[src/verilog/protect_defs.svh]
// offsets, field positions, reset values and timing counts of the protection supervisor
`ifndef PROTECT_DEFS_SVH
`define PROTECT_DEFS_SVH

// apb byte addresses
`define CTRL_ADDR 12'h000
`define STATUS_ADDR 12'h004

// control register fields
`define CTRL_HIGH_SEL_BIT 0
`define CTRL_RESET 32'h0000_0000

// status register fields
`define STAT_SUPPLY_LOW_BIT 0
`define STAT_SUPPLY_HIGH_BIT 1
`define STAT_OVERCURRENT_BIT 2
`define STAT_LOCK_BIT 3
`define STAT_THERMAL_BIT 4
`define STAT_BRAKE_BIT 5
`define STAT_OFF_BIT 6

// timing: times in ms, clock in kHz
`define CLK_KHZ 40000
`define LOCK_TIME_MS 500
`define AUTO_RELEASE_MS 5000
`define LOCK_CYCLES (`LOCK_TIME_MS * `CLK_KHZ)
`define AUTO_RELEASE_CYCLES (`AUTO_RELEASE_MS * `CLK_KHZ)

`endif

[src/verilog/protect_pkg.sv]
// types of the protection supervisor
package protect_pkg;

   // synchronous comparator and detector results
   typedef struct packed {
      logic vcc_low_trip;      // vcc at or below 3.55 V
      logic vcc_good;          // vcc at or above 3.75 V
      logic vcc_over_16v;      // overvoltage threshold 1 (16.0 V)
      logic vcc_over_27v;      // overvoltage threshold 2 (27.2 V)
      logic overcurrent_trip;  // current_sense_voltage at or above 0.25 V
      logic temp_over_160;     // junction above 160 C
      logic temp_under_135;    // junction below 135 C
      logic speed_low;         // speed_command_input below 3.0 % or 1.0 V
   } prot_flags_s;

   // host control pins
   typedef struct packed {
      logic sleep;
      logic direction_select;
      logic short_brake_request;
      logic lock_release_mode_select;
      logic hall_positive_input;
      logic hall_negative_input;
   } ctrl_pins_s;

   // override toward the commutation logic
   typedef struct packed {
      logic short_brake;  // upper off, lower on
      logic phases_off;   // every switch off
   } override_s;

   typedef enum logic [1:0] {
      LOCK_RUN = 2'b01,
      LOCK_HELD = 2'b10
   } lock_state_e;

   typedef struct packed {
      lock_state_e lock;
      logic [27:0] cnt;
      logic supply_low_lockout;
      logic supply_high_lockout;
      logic overcurrent_trip;
      logic thermal;
      logic high_sel;
      logic hall_prev;
      logic dir_prev;
      override_s ovr;
      logic pready;
      logic pslverr;
      logic [31:0] prdata;
   } sup_state_s;

endpackage

[src/verilog/motor_driver_protection_supervisor.sv]
// protection supervisor: undervoltage, overvoltage, overcurrent, motor lock, thermal
//
// The register addresses and register access over APB are this design's own decisions.
`timescale 1ns/100ps
`include "protect_defs.svh"

module motor_driver_protection_supervisor import protect_pkg::*; #(
   parameter int unsigned LOCK_CYCLES = `LOCK_CYCLES,
   parameter int unsigned AUTO_RELEASE_CYCLES = `AUTO_RELEASE_CYCLES
) (
   // clock and reset
   input wire logic clk,
   input wire logic arst_n,
   // apb slave
   input wire logic psel,
   input wire logic penable,
   input wire logic pwrite,
   input wire logic [11:0] paddr,
   input wire logic [31:0] pwdata,
   output logic [31:0] prdata,
   output logic pready,
   output logic pslverr,
   // comparator flags and pins
   input wire prot_flags_s flags,
   input wire ctrl_pins_s pins,
   // bridge override
   output override_s ovr
);

   localparam logic [27:0] LOCK_LAST = 28'(LOCK_CYCLES - 1);
   localparam logic [27:0] AUTO_LAST = 28'(AUTO_RELEASE_CYCLES - 1);

   // after reset: drive allowed, lock timer idle, lower overvoltage threshold selected
   localparam sup_state_s RESET_ST = '{
      lock: LOCK_RUN,
      cnt: 28'h0000000,
      supply_low_lockout: 1'b0,
      supply_high_lockout: 1'b0,
      overcurrent_trip: 1'b0,
      thermal: 1'b0,
      high_sel: 1'b0,
      hall_prev: 1'b0,
      dir_prev: 1'b0,
      ovr: '{short_brake: 1'b0, phases_off: 1'b0},
      pready: 1'b0,
      pslverr: 1'b0,
      prdata: 32'h0000_0000
   };

   logic rst_meta;
   logic rst_n;
   sup_state_s st;
   sup_state_s next_st;
   logic hall_now;
   logic hall_fall;
   logic dir_change;
   logic sleep_event;
   logic low_supply_event;
   logic speed_event;
   logic brake_event;
   logic hard_release;
   logic soft_release;
   logic hall_timeout;
   logic auto_done;
   logic setup_ph;
   logic access_ph;
   logic mapped;
   logic ctrl_wr;
   logic [31:0] ctrl_word;
   logic [31:0] status_word;
   logic locked;
   logic brake_cause;

   always_ff @(posedge clk or negedge arst_n) begin
      if (!arst_n) begin
         rst_meta <= 1'b0;
         rst_n <= 1'b0;
      end else begin
         rst_meta <= 1'b1;
         rst_n <= rst_meta;
      end
   end

   // control image: only the threshold select is stored
   function automatic logic [31:0] ctrl_image(input sup_state_s s);
      logic [31:0] w;
      w = `CTRL_RESET;
      w[`CTRL_HIGH_SEL_BIT] = s.high_sel;
      return w;
   endfunction

   // status image: live protection states and both override legs
   function automatic logic [31:0] status_image(input sup_state_s s);
      logic [31:0] w;
      w = 32'h0000_0000;
      w[`STAT_SUPPLY_LOW_BIT] = s.supply_low_lockout;
      w[`STAT_SUPPLY_HIGH_BIT] = s.supply_high_lockout;
      w[`STAT_OVERCURRENT_BIT] = s.overcurrent_trip;
      w[`STAT_LOCK_BIT] = (s.lock == LOCK_HELD);
      w[`STAT_THERMAL_BIT] = s.thermal;
      w[`STAT_BRAKE_BIT] = s.ovr.short_brake;
      w[`STAT_OFF_BIT] = s.ovr.phases_off;
      return w;
   endfunction

   // differential hall comparator: high while positive leg wins
   assign hall_now = pins.hall_positive_input & ~pins.hall_negative_input;
   assign hall_fall = st.hall_prev & ~hall_now;
   assign dir_change = st.dir_prev ^ pins.direction_select;
   assign setup_ph = psel & ~penable;
   // access with pready already high: the only edge at which a write lands
   assign access_ph = psel & penable & st.pready;
   assign mapped = (paddr == `CTRL_ADDR) || (paddr == `STATUS_ADDR);
   assign ctrl_wr = access_ph & pwrite & (paddr == `CTRL_ADDR);

   // release events, one name each
   assign sleep_event = pins.sleep;
   // the comparator counts too, so release does not wait for the lockout flop
   assign low_supply_event = flags.vcc_low_trip | st.supply_low_lockout;
   assign speed_event = flags.speed_low;
   assign brake_event = pins.short_brake_request;
   assign hard_release = sleep_event | low_supply_event;
   // the remaining events only count with the mode pin low
   assign soft_release = ~pins.lock_release_mode_select &
      (hall_fall | speed_event | dir_change | brake_event);
   assign hall_timeout = (st.cnt >= LOCK_LAST);
   assign auto_done = ~pins.lock_release_mode_select & (st.cnt >= AUTO_LAST);

   assign ctrl_word = ctrl_image(st);
   assign status_word = status_image(st);

   always_comb begin
      next_st = st;
      next_st.hall_prev = hall_now;
      next_st.dir_prev = pins.direction_select;

      // apb: one wait-free access phase, answer registered in setup
      next_st.pready = setup_ph;
      next_st.pslverr = setup_ph & ~mapped;
      if (setup_ph && !pwrite) begin
         if (paddr == `CTRL_ADDR) begin
            next_st.prdata = ctrl_word;
         end else if (paddr == `STATUS_ADDR) begin
            next_st.prdata = status_word;
         end else begin
            next_st.prdata = 32'h0000_0000;
         end
      end
      if (ctrl_wr) begin
         next_st.high_sel = pwdata[`CTRL_HIGH_SEL_BIT];
      end

      // undervoltage with hysteresis between the two comparators
      if (flags.vcc_low_trip) begin
         next_st.supply_low_lockout = 1'b1;
      end else if (flags.vcc_good) begin
         next_st.supply_low_lockout = 1'b0;
      end

      // software picks which overvoltage comparator applies
      next_st.supply_high_lockout = st.high_sel ? flags.vcc_over_27v :
         flags.vcc_over_16v;
      next_st.overcurrent_trip = flags.overcurrent_trip;

      if (flags.temp_over_160) begin
         next_st.thermal = 1'b1;
      end else if (flags.temp_under_135) begin
         next_st.thermal = 1'b0;
      end

      // one counter times the hall period in run and the auto release in lock
      unique case (st.lock)
         LOCK_RUN: begin
            if (hard_release || hall_fall) begin
               next_st.cnt = 28'h0000000;
            end else if (hall_timeout) begin
               next_st.lock = LOCK_HELD;
               next_st.cnt = 28'h0000000;
            end else begin
               next_st.cnt = st.cnt + 28'h0000001;
            end
         end
         LOCK_HELD: begin
            if (hard_release || soft_release) begin
               next_st.lock = LOCK_RUN;
               next_st.cnt = 28'h0000000;
            end else if (auto_done) begin
               next_st.lock = LOCK_RUN;
               next_st.cnt = 28'h0000000;
            end else if (!pins.lock_release_mode_select) begin
               next_st.cnt = st.cnt + 28'h0000001;
            end else begin
               // mode high: timer parked so a later mode change restarts it cleanly
               next_st.cnt = 28'h0000000;
            end
         end
         default: begin
            next_st.lock = LOCK_RUN;
            next_st.cnt = 28'h0000000;
         end
      endcase

      locked = (next_st.lock == LOCK_HELD);
      brake_cause = next_st.supply_low_lockout | next_st.supply_high_lockout |
         next_st.overcurrent_trip | locked;
      next_st.ovr.phases_off = next_st.thermal;
      // all-off beats short brake: lower switches must not close while hot
      next_st.ovr.short_brake = ~next_st.thermal & brake_cause;
   end

   always_ff @(posedge clk or negedge rst_n) begin
      if (!rst_n) begin
         st <= RESET_ST;
      end else begin
         st <= next_st;
      end
   end

   assign prdata = st.prdata;
   assign pready = st.pready;
   assign pslverr = st.pslverr;
   assign ovr = st.ovr;

endmodule // motor_driver_protection_supervisor

[config.mk]
export PLATFORM = sky130hd
export DESIGN_NAME = motor_driver_protection_supervisor
export DESIGN_NICKNAME = d
export VERILOG_FILES = /design/src/verilog/protect_pkg.sv /design/src/verilog/motor_driver_protection_supervisor.sv
export VERILOG_INCLUDE_DIRS = /design/src /design/src/verilog
export SDC_FILE = /design/constraint.sdc
export NUM_CORES = 1
export LEC_CHECK = 0
export ABC_CLOCK_PERIOD_IN_PS = 1600
export BUFFER_PORTS_ARGS = -buffer_cell sky130_fd_sc_hd__buf_4
export CAP_MARGIN = 25
export CELL_PAD_IN_SITES_DETAIL_PLACEMENT = 0
export CELL_PAD_IN_SITES_GLOBAL_PLACEMENT = 1
export CORE_ASPECT_RATIO = 1.4
export CORE_MARGIN = 8
export CORE_UTILIZATION = 37
export CTS_CLUSTER_DIAMETER = 200
export DETAILED_ROUTE_END_ITERATION = 10
export GPL_TIMING_DRIVEN = 0
export HOLD_SLACK_MARGIN = 0.1
export PLACE_DENSITY_LB_ADDON = 0.1
export RECOVER_POWER = 25
export SYNTH_ARGS = -nofsm -noshare
export SYNTH_HDL_FRONTEND = slang
export SYNTH_SLANG_ARGS = --single-unit
[constraint.sdc]
create_clock -name clk -period 1.6 [get_ports clk]
set_input_delay 0.16 -clock clk [delete_from_list [all_inputs] [get_ports clk]]
set_output_delay 0.16 -clock clk [all_outputs]
set_load 0.005 [all_outputs]
==> impl_metrics.csv <==
group,metric,value,unit
outcome,status,"complete, but fails checks",
outcome,violations,"negative setup slack",
global_route,global_route_wire_length_before_repair,10500,um
cells_and_area,antenna-diode-count,0,
cts,number_of_sinks_on_the_clock_net,48,
placement,detailedPlace.worstSlack,-0.816,ns
sta,relSlewSlack,56.4,%
synth,post-synth-top-area-cell,"sky130_fd_sc_hd__dfrtp_1",
sta,timing.final.max_slew_violations,0,
sta,finalHoldViolations,0,
setup_path,cp-end-kind,"flip-flop",
synth,synth_simple_gate_area_share,22.3,%
die,dieArea,10400,um^2
die,floorplan.core_area,7270,um^2
synth,synth_top_area_share,43.1,%
cells_and_area,seqCellArea,1210,um^2
die,dieHeight,118,um
synth,synth.cell_area,2730,um^2
sta,finalClockSkew,0.00556,ns
hold_path,hold_depth,2,
cells_and_area,final_cell_count_no_fill,479,
cells_and_area,area_growth_synth_to_finish,36.8,%
sta,rsz0062_at_grt,"yes",
synth,synthArstFlopShare,100,%
synth,synth.most_common_cell,"sky130_fd_sc_hd__dfrtp_1",
setup_path,worstPathRequired,1.84,ns
setup_path,startpoint,"st[58]",
detailed_routing,vias,2187,
setup_path,setup.worst_path.start_class,"flip-flop",
synth,postSynth.topFlopCell,"sky130_fd_sc_hd__dfrtp_1",
setup_path,timing.rr.end,"st[45]",
placement,place_area,3310,um^2
setup_path,critical_path.endpoint,"st[45]",
global_route,globalRouteTotalUtil,12.7,%
synth,post_synth_xor_area_fraction,8.34,%
cells_and_area,num-nets-final,447,
detailed_routing,route.detailed.wl_per_inst,13.6,um
setup_path,regToRegStartpoint,"st[58]",
cells_and_area,fraction_of_layout_instances_using_a_drive_strength_above_1,39.8,%
synth,post_synth.cell_area_avg,9.71,um^2
power_and_ir_drop,cellPowerDensity,603,nW/um^2
cells_and_area,postLayoutCellArea,3730,um^2
global_route,grt-ovfl-total,0,
synth,compound_gate_fraction_of_synth_area,10.8,%
cts,clock_latency,0.30,ns
setup_path,timing.reg2reg.worst_path_depth,8,
detailed_routing,detailedRoute.firstIterationViolations,63,
detailed_routing,met3_wirelength,406,um
die,die_width,88.6,um
synth,yosysUniqueCellTypes,56,
placement,place_congestion,0.778,
synth,yosysWarnings,0,
die,boundaryPins,99,
placement,post-place-cells,445,
cts,worst_setup_hold_path_clk_slew,0.09,ns
cts,cts_root_buffer,"sky130_fd_sc_hd__clkbuf_8",
detailed_routing,drt.antenna.violating_nets,0,
synth,synth.ff_latch_count,48,
synth,synthTopCellsByArea,"sky130_fd_sc_hd__dfrtp_1 (43%), sky130_fd_sc_hd__buf_4 (9.4%), sky130_fd_sc_hd__nor2_1 (5.5%), sky130_fd_sc_hd__xnor2_1 (4.2%), sky130_fd_sc_hd__xor2_1 (4.2%)",
global_route,grt_start_max_net_pins,34,
sta,timing.final.crit_share,133,%
setup_path,worst-setup-path-type,"reg2reg",
run,maxCapViolCount,0,
synth,synth_top_family_by_area,"simple AND/OR/NAND/NOR gates",
cts,cts_tree,"built",
hold_path,worst_hold_class,"in2reg",
detailed_routing,highest_layer,"met4",
power_and_ir_drop,total_power,2.25,mW
synth,netlist_instances,281,
sta,max_freq,470,MHz
global_route,antenna_found_initial,0,
sta,max_slew.worst_pin.slew,0.654,ns
cts,cts_made_buffers,5,
sta,final_critical_path_setup_slack,-0.527,ns
cells_and_area,filler_cell_count,706,
setup_path,critPathArrivalTime,2.36,ns
power_and_ir_drop,static-leakage-power,1.67,nW
detailed_routing,detailroute.wirelength.met2,3480,um
synth,synth-adder-area-share,1.38,%
global_route,grt_pass1_vias,2206,
detailed_routing,wl,6520,um
synth,synthMuxAreaShare,1.19,%
cts,cts_h_tree_depth,2,
setup_path,reg2reg_setup_slack,-0.53,ns
placement,buffer_ports.inserted,42,
detailed_routing,via_per_instance_ratio,4.57,
sta,final-setup-viol-count,31,
detailed_routing,drtPass1Iterations,4,
die,floorplan.initialDensity,37.5,%
setup_path,critical_path.max_fanout,10,
die,std_cell_rows,37,
synth,synth.yosys.seq_area_share,44.1,%
synth,synth_edf_count,0,
synth,synth_common_cells,"sky130_fd_sc_hd__dfrtp_1 (47), sky130_fd_sc_hd__nor2_1 (40), sky130_fd_sc_hd__buf_4 (34), sky130_fd_sc_hd__nand2_1 (18), sky130_fd_sc_hd__nand3_1 (15)",
detailed_routing,drt_drc_violations_left,0,
detailed_routing,wl_met1,2510,um
cts,cts_buffer_depth,2,
power_and_ir_drop,peakVddDrop,484,uV
cells_and_area,combined_area_of_the_multi_input_logic_cells,1410,um^2
placement,post-dp-hpwl,4780,um
sta,finalWorstPathRequiredPeriod,2.13,ns
## report_power, final
group	total (mW)	switching (mW)	leakage [nW]	internal, mW
Sequential	1.24	0.0165	0.640	1.23
Combinational	0.242	0.0966	0.982	0.145
Clock	0.764	0.412	0.0445	0.352
Total	2.25	0.525	1.67	1.73
## cell families (layout without fill, tap and decap cells)
logic type | count (synthesis) | count (layout)
simple gates | 119 | 119
flops | 48 | 48
buf+inv | 47 | 124
compound gates | 33 | 33
xor+xnor | 26 | 26
fa+ha+maj | 3 | 3
mux | 3 | 3
other cells | 2 | 26
## state kept, by name, indices dropped and copies added, names as in the netlist
signal / count
ctrl_word: 1
pready: 1
ovr: 2
prdata: 6
rst_meta: 1
st: 35
pslverr: 1
rst_n: 1
## per-layer routing
layer | vias up | track usage, %
li1 | 1108 | -
met1 | 1022 | 14.1
met2 | 50 | 22.6
met3 | 7 | 2.31
met4 | 0 | 4.78
met5 | - | 0
## worst min path at each step
stage | from | endpoint
2_1_floorplan | arst_n | rst_meta
3_3_place_gp | arst_n | rst_n
3_5_place_dp | arst_n | rst_meta
4_1_cts | flags[7] | st[42]
5_1_grt | flags[5] | st[41]
6_report | flags[5] | st[41]
## what timing repair did
action | in CTS | in global routing
hold endpoints to repair | 7 | 1
hold buffers | 6 | 1
endpoints found under the setup margin | 31 | 31
setup buffers | 13 | 8
gates resized for setup | 13 | 19
pin swaps | 17 | 8
## final cells by class
type	count	share of cell area [%]
Clock inverter	1	0.201
Timing Repair Buffer	70	15.1
Sequential cell	48	32.3
Buffer	37	8.01
Tap cell	97	3.25
Clock buffer	7	2.31
Inverter	9	0.905
Multi-Input combinational cell	210	37.9
## metrics by stage
| stage | TNS [ns] | hold WS, ns | utilization (%) |
|---|---|---|---|
| finish | -15.06 | 0.123 | 51.4 |
| global route | -17.79 | 0.114 | 51.4 |
| CTS | -15.70 | 0.102 | 49.8 |
| detailed placement | -22.27 | -0.0522 | 45.5 |
| global placement | -44.69 | -0.0566 | 45.2 |
| floorplan | -10.31 | -0.136 | - |
## cells in the final DEF, fill, tap and decap left out, types with 5 or more instances in the layout
cell type                       netlist  routed
sky130_fd_sc_hd__a22o_1               5       5
sky130_fd_sc_hd__buf_4               34      92
sky130_fd_sc_hd__clkbuf_8             0       6
sky130_fd_sc_hd__conb_1               2      26
sky130_fd_sc_hd__dfrtp_1             47      44
sky130_fd_sc_hd__dlygate4sd3_1        0       7
sky130_fd_sc_hd__inv_1                9       9
sky130_fd_sc_hd__nand2_1             18      18
sky130_fd_sc_hd__nand3_1             15      15
sky130_fd_sc_hd__nand4_1              6       6
sky130_fd_sc_hd__nor2_1              40      26
sky130_fd_sc_hd__nor2_2               4      17
sky130_fd_sc_hd__nor3_1              11      10
sky130_fd_sc_hd__xnor2_1             13      13
sky130_fd_sc_hd__xor2_1              13      13
## critical path: stages (launching register included)
cell	delay, ns
sky130_fd_sc_hd__dfrtp_2	0.42
sky130_fd_sc_hd__a211o_1	0.26
sky130_fd_sc_hd__a2111o_1	0.40
sky130_fd_sc_hd__a21o_1	0.18
sky130_fd_sc_hd__a211oi_2	0.30
sky130_fd_sc_hd__o21bai_4	0.11
sky130_fd_sc_hd__buf_12	0.15
sky130_fd_sc_hd__buf_12	0.14
sky130_fd_sc_hd__nor2_2	0.09
Power figures use the tool's default switching activity.
